`src/edoc_defines.svh`:
```
// Timing and sizing constants for the EDO DRAM strobe controller.
// Assumes a 25 MHz controller clock; times are kept in their own units.
`ifndef EDOC_DEFINES_SVH
`define EDOC_DEFINES_SVH

`define EDOC_CLK_NS 40
`define EDOC_CLK_MHZ 25
// Least times round up, longest times round down
`define EDOC_CEIL(ns) (((ns) + `EDOC_CLK_NS - 1) / `EDOC_CLK_NS)
`define EDOC_FLOOR(ns) ((ns) / `EDOC_CLK_NS)

`define EDOC_T_POWERUP_US 200
`define EDOC_POWERUP_CYC (`EDOC_T_POWERUP_US * `EDOC_CLK_MHZ)
`define EDOC_INIT_CYCLES 8
`define EDOC_REF_ROWS 1024
`define EDOC_T_REF_INT_NS 15600
`define EDOC_REF_INT_CYC `EDOC_FLOOR(`EDOC_T_REF_INT_NS)
`define EDOC_T_RAS_NS 60
`define EDOC_RAS_CYC `EDOC_CEIL(`EDOC_T_RAS_NS)
`define EDOC_T_RP_NS 40
`define EDOC_RP_CYC `EDOC_CEIL(`EDOC_T_RP_NS)
`define EDOC_SELF_REFRESH_PRECHARGE_TIME_NS 110
`define EDOC_RPS_CYC `EDOC_CEIL(`EDOC_SELF_REFRESH_PRECHARGE_TIME_NS)
`define EDOC_T_SELF_MIN_NS 100000
`define EDOC_SELF_CYC `EDOC_CEIL(`EDOC_T_SELF_MIN_NS)
`define EDOC_T_PAGE_MAX_NS 100000
`define EDOC_PAGE_CYC `EDOC_FLOOR(`EDOC_T_PAGE_MAX_NS)
// Margin so a page is closed before its row-low limit can be reached
`define EDOC_PAGE_MARGIN 16
`define EDOC_RD_CAS_CYC 3
`define EDOC_WR_CAS_CYC 1

// Field positions of the 20-bit word address
`define EDOC_ROW_MSB 19
`define EDOC_ROW_LSB 10
`define EDOC_COL_MSB 9
`define EDOC_COL_LSB 0

`endif

```
`src/edoc_pkg.sv`:
```
// Types shared by the EDO DRAM strobe controller and its users.
// Assumes edoc_defines.svh holds all numeric constants.
package edoc_pkg;
  // User request: 20-bit word address, byte enables, write data
  typedef struct packed {
    logic write;
    logic [1:0] byte_en;
    logic [19:0] addr;
    logic [15:0] wdata;
  } edoc_req_t;

  // Pins driven towards the memory; dq_oe_n low while driving data
  typedef struct packed {
    logic ras_n;
    logic upper_col_strobe_n;
    logic lower_col_strobe_n;
    logic we_n;
    logic oe_n;
    logic [9:0] addr;
    logic [15:0] dq_out;
    logic dq_oe_n;
  } edoc_pins_t;

  typedef enum logic [3:0] {
    EDOC_POWERUP, EDOC_IDLE, EDOC_ROW, EDOC_COLA, EDOC_CASL, EDOC_COL,
    EDOC_CP, EDOC_PRE, EDOC_REF_CAS, EDOC_REF_RAS, EDOC_REF_PRE,
    EDOC_SELF, EDOC_SELF_PRE
  } edoc_state_t;
endpackage

```
`src/edoc_ctrl.sv`:
```
// EDO DRAM strobe controller: drives row/column strobes of a 1M x 16 part.
// Assumes the memory pins attach directly; requests come from clk logic.
// Overview of operation
// (RL1) Wait 200 us, then eight refreshes first
// (RL2) Refresh all 1024 rows within period
// (RL3) Early write keeps device outputs off
// (RL4) Late write enable makes read-modify-write
// (RL5) Device latches data at strobe edges
// (RL6) Output enable off before driving write data
// (RL7) Both column strobes fall together
// (RL8) Setup times from first falling strobe
// (RL9) Hold times from last rising strobe
// (RL10) Column precharge counts with both high
// (RL11) Device outputs off after later rise
// (RL12) Read data valid after longest access
// (RL13) Row low at most 100 us paging
// (RL14) No mixed reads and writes per page
// (RL15) Self refresh low time 100 us plus
// (RL16) Refresh right after and before self refresh
// (RL17) Burst users refresh rows around self refresh
// (RL18) Full refresh between self refresh periods
// (RL19) No different operations per byte
// (RL20) No closely skewed byte strobes
// (RL21) One strobe high gives byte access
// (RL22) Write enable high after read strobes
// (RL23) Keep outputs enabled until data valid
// (RL24) Cycle type from OR of strobes
// (RL25) Row fall with column low refreshes
// (RL26) Strobe intervals as rounded-up cycle counts
// (RL27) Interval counter schedules refreshes
`timescale 1ns/100ps
`default_nettype none
`include "edoc_defines.svh"

module edoc_ctrl #(
  parameter int POWERUP_CYC = `EDOC_POWERUP_CYC
) (
  // Clock and reset
  input wire logic clk,
  input wire logic arst_n,
  // Request side
  input wire logic req_valid,
  output logic req_ready,
  input wire edoc_pkg::edoc_req_t req,
  // Read answer
  output logic rsp_valid,
  output logic [15:0] rdata,
  // Self refresh control
  input wire logic sr_req,
  output logic sr_active,
  // Memory pins
  output edoc_pkg::edoc_pins_t pins,
  input wire logic [15:0] dq_in
);
  import edoc_pkg::*;

  // Complete controller state, registered as one unit
  typedef struct packed {
    edoc_state_t st;
    logic [12:0] cnt;
    logic [8:0] ref_tmr;
    logic [2:0] ref_owed;
    logic [3:0] init_cnt;
    logic [11:0] pcnt;
    logic [10:0] sr_rows;
    logic [1:0] sr_phase;
    edoc_req_t cur;
    edoc_pins_t p;
    logic [15:0] sync1;
    logic [15:0] sync2;
    logic rsp;
    logic [15:0] rd;
  } edoc_regs_t;

  edoc_regs_t s; // Current state
  edoc_regs_t next_s; // Value for the next edge
  logic ref_tick; // Refresh interval elapsed
  logic ref_take; // A counted refresh starts now
  logic init_done; // Power-up sequence complete
  logic page_hit; // Next request may reuse the open row
  logic [1:0] be; // Effective byte enables
  logic [12:0] col_hold; // Column strobe low time of this access

  assign init_done = (s.init_cnt == 4'(`EDOC_INIT_CYCLES));
  // Page reuse needs same row and same direction, no refresh owed
  assign page_hit = req_valid && s.ref_owed == 3'h0 && sr_req == 1'b0 &&
    req.write == s.cur.write &&
    req.addr[`EDOC_ROW_MSB:`EDOC_ROW_LSB] ==
      s.cur.addr[`EDOC_ROW_MSB:`EDOC_ROW_LSB] &&
    s.pcnt < 12'(`EDOC_PAGE_CYC - `EDOC_PAGE_MARGIN); // see (RL13) (RL14)
  // Requests wait while refresh is owed or self refresh is wanted
  assign req_ready = (s.st == EDOC_IDLE && init_done &&
    s.ref_owed == 3'h0 && !sr_req) || (s.st == EDOC_CP && page_hit);
  // A zero mask would start no strobe, so treat it as a word access
  assign be = (s.cur.byte_en == 2'h0) ? 2'h3 : s.cur.byte_en; // see (RL21)
  assign col_hold = s.cur.write ? 13'(`EDOC_WR_CAS_CYC) :
    13'(`EDOC_RD_CAS_CYC);
  assign ref_tick = (s.ref_tmr == 9'(`EDOC_REF_INT_CYC - 1));
  assign ref_take = (s.st == EDOC_IDLE) && init_done &&
    (s.ref_owed != 3'h0) && (s.sr_phase == 2'h0);

  // Next-state logic for strobes, counters and refresh scheduling
  always_comb begin
    next_s = s;
    next_s.rsp = 1'b0;
    // Pin data passes two flops before any use
    next_s.sync1 = dq_in;
    next_s.sync2 = s.sync1;
    // Refresh interval, restarted after self refresh; a tick and a take in one cycle cancel out unless seven are owed
    next_s.ref_tmr = ref_tick ? 9'h0 : s.ref_tmr + 9'h1; // see (RL27)
    if (ref_tick && s.ref_owed != 3'h7) begin
      next_s.ref_owed = s.ref_owed + 3'h1 - {2'h0, ref_take}; // see (RL2)
    end else begin
      // Saturated or no tick: a take still pays one refresh off
      next_s.ref_owed = s.ref_owed - {2'h0, ref_take};
    end
    // Row-low time of an open page; self refresh opens no page
    next_s.pcnt = (s.p.ras_n || s.st == EDOC_SELF) ? 12'h0 :
      s.pcnt + 12'h1; // see (RL13)
    case (s.st)
      EDOC_POWERUP: begin
        // Quiet pause after power-up, then initial refreshes
        next_s.cnt = s.cnt + 13'h1;
        next_s.ref_owed = 3'h0;
        if (s.cnt == 13'(POWERUP_CYC - 1)) begin // see (RL1)
          next_s.st = EDOC_REF_CAS;
        end
      end
      EDOC_IDLE: begin
        if (!init_done || s.ref_owed != 3'h0) begin
          // Refresh first so no row misses its deadline
          next_s.st = EDOC_REF_CAS; // see (RL2)
        end else if (sr_req && s.sr_rows == 11'(`EDOC_REF_ROWS)) begin
          // Refresh once more just before entering self refresh
          next_s.sr_phase = 2'h1; // see (RL16) (RL18)
          next_s.st = EDOC_REF_CAS;
        end else if (req_valid && !sr_req) begin
          // Same refusal as req_ready: nothing taken while it is low
          next_s.cur = req;
          next_s.p.addr = req.addr[`EDOC_ROW_MSB:`EDOC_ROW_LSB];
          next_s.st = EDOC_ROW;
        end
      end
      EDOC_ROW: begin
        // Row address has settled; drop the row strobe
        next_s.p.ras_n = 1'b0;
        next_s.st = EDOC_COLA;
      end
      EDOC_COLA: begin
        // Column address, and write enable ahead of the column strobe
        next_s.p.addr = s.cur.addr[`EDOC_COL_MSB:`EDOC_COL_LSB];
        next_s.p.we_n = !s.cur.write; // see (RL3) (RL4) (RL8)
        // Output enable stays off while we drive data
        next_s.p.oe_n = s.cur.write; // see (RL6)
        next_s.p.dq_out = s.cur.wdata;
        next_s.p.dq_oe_n = !s.cur.write;
        next_s.st = EDOC_CASL;
      end
      EDOC_CASL: begin
        // Selected strobes fall on one edge, never skewed
        next_s.p.upper_col_strobe_n = !be[1]; // see (RL7) (RL20)
        next_s.p.lower_col_strobe_n = !be[0]; // see (RL19) (RL21)
        next_s.cnt = 13'h1;
        next_s.st = EDOC_COL;
      end
      EDOC_COL: begin
        next_s.cnt = s.cnt + 13'h1;
        if (s.cnt == col_hold) begin
          // Both strobes rise together; read data taken now
          next_s.p.upper_col_strobe_n = 1'b1; // see (RL9)
          next_s.p.lower_col_strobe_n = 1'b1;
          if (!s.cur.write) begin
            // Outputs were held enabled through the access
            next_s.rd = s.sync2; // see (RL12) (RL23)
            next_s.rsp = 1'b1;
          end
          next_s.st = EDOC_CP;
        end
      end
      EDOC_CP: begin
        // Both strobes high here: the column precharge cycle
        next_s.p.we_n = 1'b1; // see (RL22) (RL10)
        next_s.p.oe_n = 1'b1;
        next_s.p.dq_oe_n = 1'b1;
        if (page_hit) begin
          // Stay in the open row for the next column
          next_s.cur = req; // see (RL14)
          next_s.st = EDOC_COLA;
        end else begin
          next_s.p.ras_n = 1'b1;
          next_s.cnt = 13'h1;
          next_s.st = EDOC_PRE;
        end
      end
      EDOC_PRE: begin
        // Row precharge before the next row opens
        next_s.cnt = s.cnt + 13'h1;
        if (s.cnt >= 13'(`EDOC_RP_CYC)) begin // see (RL26)
          next_s.st = EDOC_IDLE;
        end
      end
      EDOC_REF_CAS: begin
        // Column strobes low before row strobe: internal refresh
        next_s.p.upper_col_strobe_n = 1'b0; // see (RL25)
        next_s.p.lower_col_strobe_n = 1'b0;
        next_s.p.we_n = 1'b1;
        next_s.p.oe_n = 1'b1;
        next_s.st = EDOC_REF_RAS;
      end
      EDOC_REF_RAS: begin
        next_s.p.ras_n = 1'b0;
        next_s.cnt = 13'h1;
        if (!s.p.ras_n) begin
          next_s.cnt = s.cnt + 13'h1;
          if (s.cnt >= 13'(`EDOC_RAS_CYC) && s.sr_phase == 2'h2) begin
            // Keep strobes low: the device enters self refresh
            next_s.sr_phase = 2'h0;
            next_s.cnt = 13'h0;
            next_s.ref_owed = 3'h0;
            next_s.st = EDOC_SELF;
          end else if (s.cnt >= 13'(`EDOC_RAS_CYC)) begin // see (RL26)
            next_s.p.ras_n = 1'b1;
            next_s.p.upper_col_strobe_n = 1'b1;
            next_s.p.lower_col_strobe_n = 1'b1;
            next_s.cnt = 13'h1;
            next_s.st = EDOC_REF_PRE;
          end
        end
      end
      EDOC_REF_PRE: begin
        next_s.cnt = s.cnt + 13'h1;
        if (s.cnt >= 13'(`EDOC_RP_CYC)) begin
          if (!init_done) begin
            next_s.init_cnt = s.init_cnt + 4'h1; // see (RL1)
          end
          if (s.sr_rows != 11'(`EDOC_REF_ROWS)) begin
            next_s.sr_rows = s.sr_rows + 11'h1; // see (RL17) (RL18)
          end
          if (s.sr_phase == 2'h1) begin
            next_s.sr_phase = 2'h2;
            next_s.st = EDOC_REF_CAS;
          end else if (!init_done && s.init_cnt != 4'(`EDOC_INIT_CYCLES - 1))
          begin
            next_s.st = EDOC_REF_CAS;
          end else begin
            next_s.st = EDOC_IDLE;
          end
        end
      end
      EDOC_SELF: begin
        // Hold at least the full self-refresh low time
        if (s.cnt != 13'(`EDOC_SELF_CYC)) begin
          next_s.cnt = s.cnt + 13'h1; // see (RL15)
        end else if (!sr_req) begin
          next_s.p.ras_n = 1'b1;
          next_s.p.upper_col_strobe_n = 1'b1;
          next_s.p.lower_col_strobe_n = 1'b1;
          next_s.cnt = 13'h1;
          next_s.st = EDOC_SELF_PRE;
        end
      end
      EDOC_SELF_PRE: begin
        // Longer precharge after self refresh, then refresh at once
        next_s.cnt = s.cnt + 13'h1;
        next_s.ref_owed = 3'h0;
        next_s.ref_tmr = 9'h0;
        if (s.cnt >= 13'(`EDOC_RPS_CYC)) begin // see (RL15)
          next_s.sr_rows = 11'h0; // see (RL18)
          next_s.st = EDOC_REF_CAS; // see (RL16)
        end
      end
      default: begin
        next_s.st = EDOC_IDLE;
      end
    endcase
  end

  // State register; all strobes inactive and data bus released at reset
  always_ff @(posedge clk or negedge arst_n) begin
    if (!arst_n) begin
      s <= '0;
      s.st <= EDOC_POWERUP;
      s.sr_rows <= 11'(`EDOC_REF_ROWS);
      s.p.ras_n <= 1'b1;
      s.p.upper_col_strobe_n <= 1'b1;
      s.p.lower_col_strobe_n <= 1'b1;
      s.p.we_n <= 1'b1;
      s.p.oe_n <= 1'b1;
      s.p.dq_oe_n <= 1'b1;
    end else begin
      s <= next_s;
    end
  end

  assign pins = s.p;
  assign rsp_valid = s.rsp;
  assign rdata = s.rd;
  assign sr_active = (s.st == EDOC_SELF);

  // Cycles since the last column-before-row refresh, for checking only
  logic [12:0] since_ref;
  always_ff @(posedge clk or negedge arst_n) begin
    if (!arst_n) begin
      since_ref <= 13'h0;
    end else if (s.st == EDOC_REF_RAS || !init_done || sr_active) begin
      since_ref <= 13'h0;
    end else if (since_ref != 13'h1fff) begin
      since_ref <= since_ref + 13'h1;
    end
  end
endmodule

`default_nettype wire

```
`config.mk`:
```
export PLATFORM = sky130hd
export DESIGN_NAME = edoc_ctrl
export DESIGN_NICKNAME = d
export VERILOG_FILES = /design/src/edoc_pkg.sv /design/src/edoc_ctrl.sv
export VERILOG_INCLUDE_DIRS = /design/src
export SDC_FILE = /design/constraint.sdc
export NUM_CORES = 1
export LEC_CHECK = 0
export ABC_AREA = 1
export BUFFER_PORTS_ARGS = -buffer_cell sky130_fd_sc_hd__buf_2
export CORE_MARGIN = 4
export CORE_UTILIZATION = 45
export CTS_CLUSTER_DIAMETER = 120
export DETAILED_ROUTE_END_ITERATION = 8
export HOLD_SLACK_MARGIN = 0.03
export SLEW_MARGIN = 25
export SYNTH_ARGS = -nofsm -noshare
export SYNTH_HDL_FRONTEND = slang
export SYNTH_SLANG_ARGS = --single-unit
```
`constraint.sdc`:
```
create_clock -name clk -period 5.9 [get_ports clk]
set_input_delay 0.59 -clock clk [delete_from_list [all_inputs] [get_ports clk]]
set_output_delay 0.59 -clock clk [all_outputs]
set_load 0.05 [all_outputs]
```
==> flow_summary.ini <==
[status]
status = finished clean

[clocking]
postCtsSetupBuffers = 0
cts.path.max_buffers = 2
cts-root-buf = clkbuf_16
clock_latency_ns = 0.43
htreeDepth = 4
clk_pin_slew_ns = 0.08
numCtsBuffers = 17
cts_resized = 0
clkSinkCount = 178
cts_tree = done
cts_hold_buf = 0

[synth]
ys_async_sr_fraction_pct = 100.0
synth-seq-cells = 178
synth_edf_count = 0
synth-simple-area-share_pct = 30.32
synth_top_family_by_area = simple AND/OR/NAND/NOR gates
seq_area_frac_synth_pct = 49.68
synth_fp_nets = 1179
synth_compound_area_share_pct = 4.164
ys_types = 41
synthAdderAreaFrac_pct = 2.089
synthCells = 1105
synth-xor-area-share_pct = 3.217
synth_top_area_cell = dfrtp_1
synthFlopType = dfrtp_1
syn_area_um2 = 8984
synth_area_leaders = dfrtp_1 (48%), nand2_1 (15%), nand3_1 (5.7%)
synthMuxAreaShare_pct = 0.8914
syn_area_per_cell_um2 = 8.130
ys_warn_count = 0
netlist.area_leader.share_pct = 47.63

[place]
placedInstanceArea_um2 = 9369
dp.final_hpwl_mm = 13.75
io_buffer_count = 109
preCtsSetupSlack_ns = 2.580
routabilityCongestion = 0.8977

[worst_setup_path]
cp.buffers_inverters = 2
reg2reg_slack_ns = 2.82
critPathArrivalTime_ns = 2.75
path_common_cell = nand2_1
cp-end-kind = output pin
slowest_delay_ns = 0.57
timing.rr.start = s[174]
slowest_stage = nand4_4
worstPathMaxFanout = 45
r2r-end = s[118]
reg2reg_depth = 8
crit_type = reg2out
critPathTopFamily = simple AND/OR/NAND/NOR gates
path_cells = inv_2 > nand2_1 > nand2_1 > nor3_2 > nand2_1 > nor2_2 > nand4_4 > o31ai_1 > buf_2
cp.required_ns = 5.31
crit_path_start_kind = flop

[sta]
max_freq_ghz = 0.2996
hold_viol = 0
finalSetupViolCount = 0
period_minus_slack_ns = 3.338
rsz0062_at_grt = false
final_max_slew_viol_count = 0
final.setup.tns_ns = 0
worstMarginPinSlew_ns = 0.8836
setup_ws_ns = 2.562
min_period_over_period_pct = 56.58
max_slew_margin_pct = 41.03
fin_skew_ns = 0.01647

[drt]
drc = 0
dr.pass1.iters = 4
post_drt_wl_per_cell_um = 13.65
postRouteAntennaNets = 0
drt-initial-drc-count = 423
num_vias = 6876
viasPerCell = 4.785
drt-total-wl_mm = 19.62

[finish]
fill_cells = 1937
final_nets = 1233
final_area_um2 = 9988
layout-drive-gt1-share_pct = 16.21
fin_util_pct = 51.15
antennaDiodeCount = 0
area_growth_pct = 11.18

[die]
io_pins = 110
fp.coreArea_um2 = 19530
die_y_um = 149.3
core.rowCount = 51
chipWidth_um = 149.3
start_util_pct = 46.01
die_area_um2 = 22290

[pwr]
leakage_uw = 0.005336
p_per_area_nw_per_um2 = 246.4
peakVddDrop_mv = 0.1923

[grt]
grt_pass1_vias = 6730
grt_overflow = 0
grt_max_degree = 68
grt_pass1_wl_mm = 33.51
antenna_found_initial = 0
grtUsageTotal_pct = 18.48

[run]
drv_cap = 0

[worst_hold_path]
hold_class = in2async
-- flip-flops by register name, summed over array words and instances (netlist names) --
| signal | count |
|---|---|
| next_s | 16 |
| pins | 32 |
| rdata | 16 |
| rsp_valid | 1 |
| s | 113 |
-- cells in the final DEF, fill, tap and decap left out, types with 2 or more instances in the layout --
cell type,instances
a211oi_1,2
a21oi_1,17
a31oi_1,2
buf_2,108
buf_4,3
clkbuf_16,17
clkinv_8,4
dfrtp_1,171
dfstp_2,7
ha_1,15
inv_1,83
inv_12,3
inv_2,9
inv_6,3
inv_8,4
mux2i_1,8
nand2_1,370
nand2_2,5
nand3_1,103
nand3_2,2
nand4_1,9
nor2_1,103
nor2_2,6
nor2_4,4
nor3_1,22
nor3b_1,4
nor4_1,4
o21ai_0,20
o21ai_1,8
o21ai_2,7
o21bai_1,3
xnor2_1,8
xor2_1,25
-- cells in the mapped netlist (2+ instances only) --
master,number
nand3_2,2
nand2_2,5
a21oi_1,17
buf_4,51
nor3_1,22
inv_1,83
nand4_1,9
o21bai_1,3
nand2_1,370
buf_2,8
dfstp_2,7
nand3_1,103
nor2_4,4
inv_2,9
o21ai_0,20
o21ai_2,7
nor3b_1,4
a31oi_1,2
nor4_1,4
mux2i_1,8
a211oi_1,2
clkbuf_1,14
dfrtp_1,171
nor2_1,103
xnor2_1,8
o21ai_1,8
nor2_2,6
buf_6,4
xor2_1,25
ha_1,15
-- worst register-to-register path, cell delays in order (launching register included) --
cell     delay [ns]
dfrtp_1        0.45
inv_2          0.08
nor2_1         0.21
nand2_1        0.20
nor2_1         0.19
nand3_2        0.70
nand2_2        0.96
nand2_1        0.14
nand2_1        0.09
-- worst max path at each step --
| stage | start | endpoint | slack [ns] | cells after the start |
|---|---|---|---|---|
| after CTS | s[119] | req_ready | 2.50 | 9 |
| final | s[119] | req_ready | 2.56 | 9 |
| after detailed placement | sr_req | req_ready | 2.58 | 9 |
| after floorplan | s[145] | req_ready | 3.27 | 6 |
| after global placement | sr_req | req_ready | 2.62 | 9 |
| after global routing | s[143] | req_ready | 2.33 | 8 |
-- area by class of cell --
| class | instances | area [um2] | share of cell area [%] |
|---|---|---|---|
| Sequential cell | 178 | 4463 | 44.68 |
| Clock buffer | 17 | 425.4 | 4.259 |
| Multi-Input combinational cell | 758 | 3655 | 36.59 |
| Timing Repair Buffer | 112 | 574.3 | 5.750 |
| Clock inverter | 15 | 193.9 | 1.942 |
| Inverter | 92 | 345.3 | 3.457 |
| Tap cell | 265 | 331.6 | 3.320 |
-- per-layer routing --
| layer | vias up | wire (um) | global-route usage [%] |
|---|---|---|---|
| met2 | 141 | 9164 | 29.15 |
| met4 | 0 | 185 | 4.622 |
| met3 | 15 | 933 | 3.494 |
| met5 | - | 0 | 0 |
| li1 | 3559 | - | - |
| met1 | 3161 | 9332 | 26.50 |
-- logic make-up (layout without fill, tap and decap cells) --
logic type,Yosys count,after routing
adder cells (fa/ha/maj),15,15
buffers and inverters,169,236
XOR/XNOR,33,33
AND/OR/NAND/NOR,638,638
multiplexers,8,8
AO/OA/AOI/OAI,64,64
flip-flops,178,178
-- metrics by stage --
step	power, uW	hold WS [ns]	cells
final	2461	0.1598	1437
after global routing	2567	0.2099	1437
after CTS	2504	0.1716	1437
after detailed placement	1331	0.3347	1405
after global placement	1331	0.3331	1405
after floorplan	1279	0.2944	1105
-- power by group --
part | switching, uW | total, uW | internal, uW
registers | 3.72 | 1240 | 1230
clock network | 571 | 1160 | 587
logic | 47.4 | 68.1 | 20.7
Power figures use the tool's default switching activity.
